$ cat src/inc/putb_cfg.svh
`ifndef PUTB_CFG_SVH
`define PUTB_CFG_SVH

// Byte offsets of the registers on the 32-bit Wishbone bus
`define PUTB_OFS_CONTROL 8'hE8
`define PUTB_OFS_MODE 8'hEC
`define PUTB_OFS_PERIOD_HI 8'hF0
`define PUTB_OFS_PERIOD_LO 8'hF4
`define PUTB_OFS_COUNT_HI 8'hF8
`define PUTB_OFS_COUNT_LO 8'hFC
`define PUTB_OFS_CMP_HI0 8'hD0
`define PUTB_OFS_CMP_LO0 8'hD4
`define PUTB_OFS_CMP_STEP 8'h08

// Control register fields
`define PUTB_CTL_UPDATE 7
`define PUTB_CTL_RUN 6
`define PUTB_CTL_PINSEL 3
`define PUTB_CTL_EN_HI 2

// Mode register fields
`define PUTB_MOD_SRC_HI 7
`define PUTB_MOD_SRC_LO 6
`define PUTB_MOD_INV_HI 2

// Reset values
`define PUTB_RST_CONTROL 8'h00
`define PUTB_RST_MODE 8'h00
`define PUTB_RST_PERIOD 16'hFFFF
`define PUTB_RST_COUNT 16'h0000
`define PUTB_RST_CMP 16'h0000

`endif

$ cat src/inc/putb_pkg.sv
package putb_pkg;

    typedef enum logic [1:0] {
        PUTB_SRC_CLK = 2'h0,
        PUTB_SRC_RSVD = 2'h1,
        PUTB_SRC_T0OVF = 2'h2,
        PUTB_SRC_EXT = 2'h3
    } putb_src_e;

    typedef logic [15:0] putb_word_t;

endpackage : putb_pkg

$ cat src/putb_timebase.sv
`timescale 1ns/1ps

`include "putb_cfg.svh"

module putb_timebase
    import putb_pkg::*;
(
    input wire logic clk_i,
    input wire logic rst_i,
    input wire logic wb_cyc_i,
    input wire logic wb_stb_i,
    input wire logic wb_we_i,
    input wire logic [7:0] wb_adr_i,
    input wire logic [3:0] wb_sel_i,
    input wire logic [31:0] wb_dat_i,
    output logic [31:0] wb_dat_o,
    output logic wb_ack_o,
    input wire logic timer0_overflow_i,
    input wire logic external_count_input_i,
    input wire logic [3:0] port_out_i,
    output logic [3:0] pin_o,
    output logic [3:0] unit_owns_pin_o
);

    ////////////////////////////////////////////////////////////////////////////
    // Registers

    logic [7:0] control_q;
    logic [7:0] mode_q;
    putb_word_t period_q;
    putb_word_t shadow_period_q;
    putb_word_t count_q;
    putb_word_t cmp_q [3];
    logic [2:0] pwm;
    logic ext_meta_q;
    logic ext_sync_q;
    logic ext_prev_q;
    logic tick;
    logic wrap;
    logic load_shadow;
    logic wr_en;
    logic [31:0] rd_data;
    putb_src_e src;

    function automatic logic is_cmp(input logic [7:0] adr, input int idx, input logic hi);
        is_cmp = adr == 8'(`PUTB_OFS_CMP_HI0 + idx * `PUTB_OFS_CMP_STEP
            + (hi ? 0 : 4));
    endfunction : is_cmp

    assign wr_en = wb_cyc_i && wb_stb_i && wb_we_i && !wb_ack_o && wb_sel_i[0];

    // One wait state; ack drops the cycle after it is given
    always_ff @(posedge clk_i)
    begin
        if (rst_i)
            wb_ack_o <= 1'b0;
        else
            wb_ack_o <= wb_cyc_i && wb_stb_i && !wb_ack_o;
    end

    ////////////////////////////////////////////////////////////////////////////
    // Count source

    always_ff @(posedge clk_i)
    begin
        if (rst_i)
        begin
            ext_meta_q <= 1'b0;
            ext_sync_q <= 1'b0;
            ext_prev_q <= 1'b0;
        end
        else
        begin
            ext_meta_q <= external_count_input_i;
            ext_sync_q <= ext_meta_q;
            ext_prev_q <= ext_sync_q;
        end
    end

    assign src = putb_src_e'(mode_q[`PUTB_MOD_SRC_HI:`PUTB_MOD_SRC_LO]);

    // Reserved source never advances the counter
    always_comb
    begin
        unique case (src)
            PUTB_SRC_CLK: tick = 1'b1;
            PUTB_SRC_RSVD: tick = 1'b0;
            PUTB_SRC_T0OVF: tick = timer0_overflow_i;
            PUTB_SRC_EXT: tick = ext_sync_q && !ext_prev_q;
        endcase
    end

    ////////////////////////////////////////////////////////////////////////////
    // Time base

    assign wrap = control_q[`PUTB_CTL_RUN] && tick && count_q >= shadow_period_q;
    assign load_shadow = !control_q[`PUTB_CTL_RUN]
        || (wrap && control_q[`PUTB_CTL_UPDATE]);

    always_ff @(posedge clk_i)
    begin
        if (rst_i)
            count_q <= `PUTB_RST_COUNT;
        else if (wrap)
            count_q <= `PUTB_RST_COUNT;
        else if (control_q[`PUTB_CTL_RUN] && tick)
            count_q <= count_q + 16'h0001;
    end

    always_ff @(posedge clk_i)
    begin
        if (rst_i)
            shadow_period_q <= `PUTB_RST_PERIOD;
        else if (load_shadow)
            shadow_period_q <= period_q;
    end

    ////////////////////////////////////////////////////////////////////////////
    // Software registers

    always_ff @(posedge clk_i)
    begin
        if (rst_i)
            control_q <= `PUTB_RST_CONTROL;
        else
        begin
            if (wr_en && wb_adr_i == `PUTB_OFS_CONTROL)
                control_q <= {wb_dat_i[7:6], 2'h0, wb_dat_i[3:0]};
            // Hardware clear loses to a fresh software set in the same cycle
            if (wrap && control_q[`PUTB_CTL_UPDATE]
                && !(wr_en && wb_adr_i == `PUTB_OFS_CONTROL && wb_dat_i[7]))
                control_q[`PUTB_CTL_UPDATE] <= 1'b0;
        end
    end

    always_ff @(posedge clk_i)
    begin
        if (rst_i)
        begin
            mode_q <= `PUTB_RST_MODE;
            period_q <= `PUTB_RST_PERIOD;
        end
        else if (wr_en)
        begin
            if (wb_adr_i == `PUTB_OFS_MODE)
                mode_q <= {wb_dat_i[7:6], 3'h0, wb_dat_i[2:0]};
            if (wb_adr_i == `PUTB_OFS_PERIOD_HI)
                period_q[15:8] <= wb_dat_i[7:0];
            if (wb_adr_i == `PUTB_OFS_PERIOD_LO)
                period_q[7:0] <= wb_dat_i[7:0];
        end
    end

    always_ff @(posedge clk_i)
    begin
        if (rst_i)
            cmp_q <= '{`PUTB_RST_CMP, `PUTB_RST_CMP, `PUTB_RST_CMP};
        else if (wr_en)
            for (int i = 0; i < 3; i++)
            begin
                if (is_cmp(wb_adr_i, i, 1'b1))
                    cmp_q[i][15:8] <= wb_dat_i[7:0];
                if (is_cmp(wb_adr_i, i, 1'b0))
                    cmp_q[i][7:0] <= wb_dat_i[7:0];
            end
    end

    always_comb
    begin
        rd_data = 32'h0000_0000;
        case (wb_adr_i)
            `PUTB_OFS_CONTROL: rd_data[7:0] = control_q;
            `PUTB_OFS_MODE: rd_data[7:0] = mode_q;
            `PUTB_OFS_PERIOD_HI: rd_data[7:0] = period_q[15:8];
            `PUTB_OFS_PERIOD_LO: rd_data[7:0] = period_q[7:0];
            `PUTB_OFS_COUNT_HI: rd_data[7:0] = count_q[15:8];
            `PUTB_OFS_COUNT_LO: rd_data[7:0] = count_q[7:0];
            default:
                for (int i = 0; i < 3; i++)
                begin
                    if (is_cmp(wb_adr_i, i, 1'b1))
                        rd_data[7:0] = cmp_q[i][15:8];
                    if (is_cmp(wb_adr_i, i, 1'b0))
                        rd_data[7:0] = cmp_q[i][7:0];
                end
        endcase
    end

    always_ff @(posedge clk_i)
    begin
        if (rst_i)
            wb_dat_o <= 32'h0000_0000;
        else if (wb_cyc_i && wb_stb_i && !wb_ack_o)
            wb_dat_o <= rd_data;
    end

    ////////////////////////////////////////////////////////////////////////////
    // Modules and pins

    for (genvar g = 0; g < 3; g++)
    begin : g_mod
        putb_cmp_module u_mod (
            .clk_i(clk_i),
            .rst_i(rst_i),
            .enable_i(control_q[g]),
            .invert_i(mode_q[g]),
            .load_i(load_shadow),
            .cmp_value_i(cmp_q[g]),
            .count_i(count_q),
            .pwm_o(pwm[g])
        );
    end

    // Pin order: 0 count input, 1 module 0, 2 module 1, 3 module 2
    always_comb
    begin
        unit_owns_pin_o = {control_q[2:0], src == PUTB_SRC_EXT};
        pin_o[0] = port_out_i[0];
        pin_o[1] = control_q[0] ? pwm[0] : port_out_i[1];
        pin_o[2] = !control_q[1] ? port_out_i[2]
            : (control_q[`PUTB_CTL_PINSEL] ? pwm[1] ^ pwm[2] : pwm[1]);
        pin_o[3] = control_q[2] ? pwm[2] : port_out_i[3];
    end
endmodule : putb_timebase

$ cat src/putb_cmp_module.sv
`timescale 1ns/1ps

`include "putb_cfg.svh"

module putb_cmp_module
    import putb_pkg::*;
(
    input wire logic clk_i,
    input wire logic rst_i,
    input wire logic enable_i,
    input wire logic invert_i,
    input wire logic load_i,
    input wire putb_word_t cmp_value_i,
    input wire putb_word_t count_i,
    output logic pwm_o
);

    putb_word_t shadow_cmp_q;

    always_ff @(posedge clk_i)
    begin
        if (rst_i)
            shadow_cmp_q <= `PUTB_RST_CMP;
        else if (load_i)
            shadow_cmp_q <= cmp_value_i;
    end

    // Disabled module rests at its idle level
    always_ff @(posedge clk_i)
    begin
        if (rst_i)
            pwm_o <= 1'b0;
        else if (!enable_i)
            pwm_o <= invert_i;
        else if (count_i < shadow_cmp_q)
            pwm_o <= invert_i;
        else
            pwm_o <= ~invert_i;
    end
endmodule : putb_cmp_module

$ cat config.mk
export PLATFORM = sky130hd
export DESIGN_NAME = putb_timebase
export DESIGN_NICKNAME = d
export VERILOG_FILES = /design/src/inc/putb_pkg.sv /design/src/putb_timebase.sv /design/src/putb_cmp_module.sv
export VERILOG_INCLUDE_DIRS = /design/src /design/src/inc
export SDC_FILE = /design/constraint.sdc
export NUM_CORES = 1
export LEC_CHECK = 0
export BUFFER_PORTS_ARGS = -buffer_cell sky130_fd_sc_hd__buf_2
export CAP_MARGIN = 20
export CORE_UTILIZATION = 65
export CTS_CLUSTER_DIAMETER = 150
export CTS_CLUSTER_SIZE = 16
export DETAILED_ROUTE_END_ITERATION = 7
export GPL_TIMING_DRIVEN = 0
export PLACE_DENSITY = 0.87
export SLEW_MARGIN = 20
export SYNTH_ARGS = -nofsm -noshare
export SYNTH_HDL_FRONTEND = slang
export SYNTH_SLANG_ARGS = --single-unit
$ cat constraint.sdc
create_clock -name clk_i -period 3.7 [get_ports clk_i]
set_input_delay 0.185 -clock clk_i [delete_from_list [all_inputs] [get_ports clk_i]]
set_output_delay 0.185 -clock clk_i [all_outputs]
set_load 0.03 [all_outputs]
# ---- After elaboration in Yosys (flattened, before gate mapping)
# Index checks and enable logic that the tools add are counted.
dict set report op_classes {
  n_addsub 1
  n_lt_le_gt_ge 4
  n_eq_ne 15
  muxes 18
  n_bitwise 4
  n_reduce_logical 29
}
# operator count
set op_table {}
lappend op_table {{8-bit == test (second input constant)} 12}
lappend op_table {{16-bit < comparator} 3}
lappend op_table {{8-bit 2-to-1 mux} 6}
lappend op_table {{8-bit one-hot mux with 6 select lines} 1}
lappend op_table {{2-bit AND reduction} 9}
lappend op_table {{16-bit by 1-bit adder with 16-bit output (second input constant)} 1}
lappend op_table {{16-bit greater-or-equal comparator} 1}
lappend op_table {{1-bit logical AND} 12}
lappend op_table {{1-bit 2-to-1 mux} 10}
lappend op_table {{2-bit == test (second input constant)} 2}
lappend op_table {{1-bit zero test} 4}
lappend op_table {{1-bit one-hot mux with 4 select lines} 1}
lappend op_table {{2-bit OR reduction} 2}
lappend op_table {{1-bit NOT} 3}
lappend op_table {{2-bit by 1-bit == test with 1-bit output (second input constant)} 1}
lappend op_table {{2-bit zero test} 1}
lappend op_table {{1-bit logical OR} 1}
lappend op_table {{1-bit XOR} 1}
dict set report totals {
  reg_bits 170
  input_bits 55
  out_inout_bits 41
  word_cells 95
}

# ---- Logic depth before layout (Yosys ltp)
dict set report depth {
  ltp_word 9
  depth_mapped 11
  mapped_depth_nobuf 8
}

# ---- Hierarchy
# Synthesis repeated with hierarchy kept, for this count alone.
dict set report unflattened {
  cells_unflattened 1066
  area_unflattened_um2 9207.6
}
# mod n_inst cells_each area_each_um2 seq_area_each_um2
set by_module_without_submodules {}
lappend by_module_without_submodules {putb_timebase 1 725 6129.6 2382.3}
lappend by_module_without_submodules {{putb_cmp_module at g_mod[0].u_mod ...} 2 115 1029.7 340.3}
lappend by_module_without_submodules {{putb_cmp_module at g_mod[2].u_mod} 1 111 1018.5 340.3}

# ---- Worst setup path before layout
# OpenSTA, ideal clock, no wires.
dict set report synth_path {
  path_kind {reg-to-reg}
  from {reg count_q[10]}
  to {reg g_mod[0].u_mod.shadow_cmp_q[0]}
  setup_ns 0.072
  arrival_time_ns 2.197
  required_ns 3.628
  setup_slack_ns 1.431
  path_stages_with_launch 10
  path_buffers 2
  period_less_slack_ns 2.269
  path_cell_list {dfxtp_1 -> ha_1 -> a21o_1 -> a221oi_1 -> a21boi_0 -> a311o_2 -> a31o_2 -> buf_6 -> buf_8 -> mux2i_1}
}
dict set report synth_via {
  elab_chain_cells 4
}
# item line
set synth_lines {}
lappend synth_lines {{start, declared} putb_timebase.sv:32} ;# putb_word_t count_q;
lappend synth_lines {{start signal, assigned} putb_timebase.sv:103} ;# count_q <= `PUTB_RST_COUNT;
lappend synth_lines {{start signal, assigned} putb_timebase.sv:105} ;# count_q <= `PUTB_RST_COUNT;
lappend synth_lines {{start signal, assigned} putb_timebase.sv:107} ;# count_q <= count_q + 16'h0001;
lappend synth_lines {{16-bit greater-or-equal comparator} putb_timebase.sv:96} ;# assign wrap = control_q[`PUTB_CTL_RUN] && tick && count_q >= shadow_period_q;
lappend synth_lines {{1-bit logical AND} putb_timebase.sv:96}
lappend synth_lines {{1-bit logical AND} putb_timebase.sv:98} ;# || (wrap && control_q[`PUTB_CTL_UPDATE]);
lappend synth_lines {{1-bit logical OR} putb_timebase.sv:97} ;# assign load_shadow = !control_q[`PUTB_CTL_RUN]
lappend synth_lines {{end signal, assigned} putb_cmp_module.sv:23} ;# shadow_cmp_q <= `PUTB_RST_CMP;
lappend synth_lines {{end signal, assigned} putb_cmp_module.sv:25} ;# shadow_cmp_q <= cmp_value_i;
lappend synth_lines {{end, declared} putb_cmp_module.sv:18} ;# putb_word_t shadow_cmp_q;
# No other way between the ends.
# A chain may end at the register's enable or synchronous reset.

# ---- Worst setup path after layout
dict set report layout_path {
  from {reg count_q[0]}
  to {reg count_q[14]}
}
dict set report layout_via {
  elab_chain_cells 3
  word_cells_on_any_way 4
  classes_between {add/sub: 1; order compare: 1; reduce/logical: 2}
}
# item line
set layout_lines {}
lappend layout_lines {{16-bit greater-or-equal comparator} putb_timebase.sv:96}
lappend layout_lines {{1-bit logical AND} putb_timebase.sv:96}
lappend layout_lines {{2-bit OR reduction (no line)} n/a}
# Parallel ways exist; a longest one is shown, timed or not.

==> results.json <==
{
  "max_freq_ghz": 0.340,
  "cap_violations": 0,
  "maxSlewViolCount": 0,
  "core_um2": 14500,
  "seq_power_share": 0.478,
  "setup_tns_ns": 0,
  "finClkSkew_ns": 0.00916,
  "max_stage_delay_ns": 0.49,
  "cts_sinks": 170,
  "criticalPathCategory": "flop to flop",
  "timing.critical_path.fanout_max": 10,
  "ys_ff_latch": 170,
  "dieArea_um2": 15300,
  "cts_root_buf": "clkbuf_16",
  "peakVddDrop_mv": 0.297,
  "min_period_ns": 2.94,
  "antenna-diode-count": 0,
  "die_w_um": 124,
  "synth.cell_area_um2": 9660,
  "syn_inst": 1050,
  "rows": 44,
  "synth_warnings": 0,
  "hold_class": "input port to flop",
  "syn2layout_area_growth_pct": 10.9,
  "ys_seq_area_frac": 0.352,
  "routabilityCongestion": 0.969,
  "cp_common_cell": "a21oi_1",
  "clkSlewWorstSetupHoldPaths_ns": 0.07,
  "dp_hpwl_um": 19100,
  "antenna_found_initial": 0,
  "maxSlewHeadroom": 0.472,
  "fp.dieH_um": 124,
  "layout.nets": 1241,
  "start_util": 0.664,
  "synth_ff_type": "dfxtp_1",
  "num_vias": 7818,
  "final_antenna_net_count": 0,
  "p_clk_frac": 0.452,
  "synthArstFlopShare": 0,
  "drt-initial-drc-count": 631,
  "cts_tree": "yes",
  "clockBufferDepth": 2,
  "p_int_mw": 2.82,
  "route.detailed.drc": 0,
  "required_ns": 3.99,
  "tightest_slew_ns": 0.792,
  "p_comb_frac": 0.070,
  "port_buffers": 31,
  "worstSetupStartpointType": "flop",
  "grt_pass1_wl_um": 40800,
  "syn_avg_cell_area_um2": 9.20,
  "crit_arrival_ns": 3.24,
  "grt_max_degree": 19,
  "dr.pass1.iters": 5,
  "hold_viol": 0,
  "crit_slowest_cell": "a21oi_1",
  "viasPerCell": 5.92,
  "switching_share": 0.266,
  "grt_overflow": 0,
  "p_switching_mw": 1.02,
  "final_cell_count_no_fill": 1321,
  "grt_use_total": 0.364,
  "dp_cells": 1288,
  "cts_buffers": 17,
  "critPathCaptureType": "flop",
  "rsz0062_at_grt": "no",
  "synth_cell_types": 64,
  "wirelength_um": 26200,
  "first_global_vias": 7447,
  "synth_edf_count": 0,
  "post_cts_buffers": 0,
  "status": "finished clean",
  "setup_violations": 0,
  "avgRoutedWirePerCell_um": 19.8,
  "power_density_nw_per_um2": 359,
  "period_share": 0.796,
  "drive_gt1_frac": 0.125,
  "ios": 96,
  "path_cells": "clkbuf_1 -> inv_1 -> ha_1 -> nor2_1 -> a21oi_1 -> o41ai_1 -> a311o_2 -> a21oi_1 -> buf_2 -> nor3_1",
  "clock_latency_ns": 0.44,
  "p_leak_nw": 4.39,
  "cts_htree_levels": 4
}
[timing repair]
item / in CTS / in global routing
gates resized for setup: 0 / 0
hold buffers: 1 / 0
hold endpoints to repair: 1 / 0
[registers in the layout (all words and copies together) (netlist names)]
signal                    flops
cmp_q                        48
control_q                     6
count_q                      16
ext_meta_q                    1
ext_prev_q                    1
ext_sync_q                    1
g_mod.u_mod.pwm_o             3
g_mod.u_mod.shadow_cmp_q     48
mode_q                        5
period_q                     16
shadow_period_q              16
wb_ack_o                      1
wb_dat_o                      8
[stage by stage]
stage / util / setup WS [ns] / total power, mW / hold slack, ns / cell area (µm²)
after floorplan: - / 1.43 / 2.07 / 0.313 / 9740
after detailed placement: 0.697 / 0.877 / 2.14 / 0.417 / 10100
after global placement: 0.697 / 0.942 / 2.14 / 0.407 / 10100
after global routing: 0.736 / 0.649 / 3.94 / 0.258 / 10700
final: 0.736 / 0.756 / 3.84 / 0.242 / 10700
after CTS: 0.736 / 0.791 / 3.85 / 0.231 / 10700
[layer usage]
layer / GRT usage / vias up / routed length (µm) / part of all wire
met5: 0 / - / 0 / 0
li1: - / 3704 / - / -
met3: 0.0847 / 69 / 2600 / 0.099
met2: 0.556 / 394 / 11800 / 0.45
met1: 0.482 / 3651 / 10800 / 0.41
met4: 0.182 / 0 / 1020 / 0.039
[logic make-up (layout without fill, tap and decap cells)]
logic type | count (synthesis) | count (layout) | synth area share
adders and majority gates | 62 | 62 | 0.0803
DFF | 170 | 170 | 0.352
xor gates and xnor gates | 16 | 16 | 0.0145
AOI/OAI and AO/OA | 128 | 128 | 0.0912
muxes | 149 | 149 | 0.169
and+or+nand+nor | 368 | 368 | 0.209
other | 1 | 24 | 0.000388
buffers and inverters | 156 | 220 | 0.0832
[path summary, 6_finish.rpt]
path,slack [ns],from,end,depth (start not counted)
worst min-delay path,0.24,rst_i,g_mod[1].u_mod.shadow_cmp_q[3]$_SDFFE_PP0P_,3
worst max register to register,0.76,count_q[0]$_SDFFE_PP0P_,count_q[14]$_SDFFE_PP0P_,10
worst min register to register,0.45,ext_meta_q$_SDFF_PP0_,ext_sync_q$_SDFF_PP0_,1
worst max-delay path,0.76,count_q[0]$_SDFFE_PP0P_,count_q[14]$_SDFFE_PP0P_,10
[cell usage after synthesis (6+ instances only)]
| cell type | instances | area share |
|---|---|---|
| buf_4 | 30 | 0.023 |
| clkbuf_1 | 40 | 0.016 |
| buf_8 | 6 | 0.0093 |
| nor2_1 | 114 | 0.044 |
| a211oi_1 | 8 | 0.0062 |
| o21ai_0 | 23 | 0.012 |
| mux2i_1 | 136 | 0.14 |
| nor3_1 | 25 | 0.013 |
| a21o_1 | 18 | 0.014 |
| a21oi_1 | 25 | 0.013 |
| nand2_1 | 40 | 0.016 |
| nand4_1 | 13 | 0.0084 |
| or3_1 | 7 | 0.0045 |
| a211o_1 | 16 | 0.015 |
| dfxtp_1 | 170 | 0.35 |
| ha_1 | 62 | 0.080 |
| nand3_1 | 10 | 0.0052 |
| inv_1 | 68 | 0.026 |
| mux4_2 | 11 | 0.026 |
| xnor2_1 | 12 | 0.011 |
| nor2b_1 | 21 | 0.014 |
| nand2b_1 | 99 | 0.064 |
[critical path: cells and delay by family (launching register included)]
kind / cells / cell delay (ns)
buf+inv: 3 / 0.88
fa+ha+maj: 1 / 0.31
compound gates: 4 / 1.14
simple gates: 2 / 0.12
flops: 1 / 0.33
[cells in the final DEF (no fill, tap or decap), types with 5 or more instances in the layout]
master	n
nand3_1	10
nand2_1	40
nand2b_1	99
nor2b_1	21
a21oi_1	25
ha_1	62
inv_6	8
nand4_1	13
mux2i_1	136
xnor2_1	12
buf_4	30
a211oi_1	8
clkbuf_1	40
mux4_2	11
and3_1	5
o211ai_1	5
o21ai_0	23
clkbuf_16	17
inv_1	68
o21a_1	5
dfxtp_1	170
buf_8	6
a21o_1	18
nor2_1	114
conb_1	24
a211o_1	16
buf_2	36
or3_1	7
nor2_8	5
nor3_1	25
[final cells by class]
cell class                 count  area (µm²)
timing repair buffer          32         165
sequential                   170        3400
fill                        1086        3830
tap                          184         230
inverter                      69         259
buffer                        87         544
clock inverter                15         141
clock buffer                  17         425
multi-input combinational    747        5540
[power groups by stage]
stage	Sequential [mW]	Clock (mW)	Combinational (mW)
floorplan	1.89	0	0.179
global placement	1.88	0	0.259
detailed placement	1.88	0	0.260
CTS	1.84	1.75	0.261
global route	1.84	1.82	0.283
finish	1.84	1.74	0.267
No activity file was read; power rests on OpenSTA's default activity.
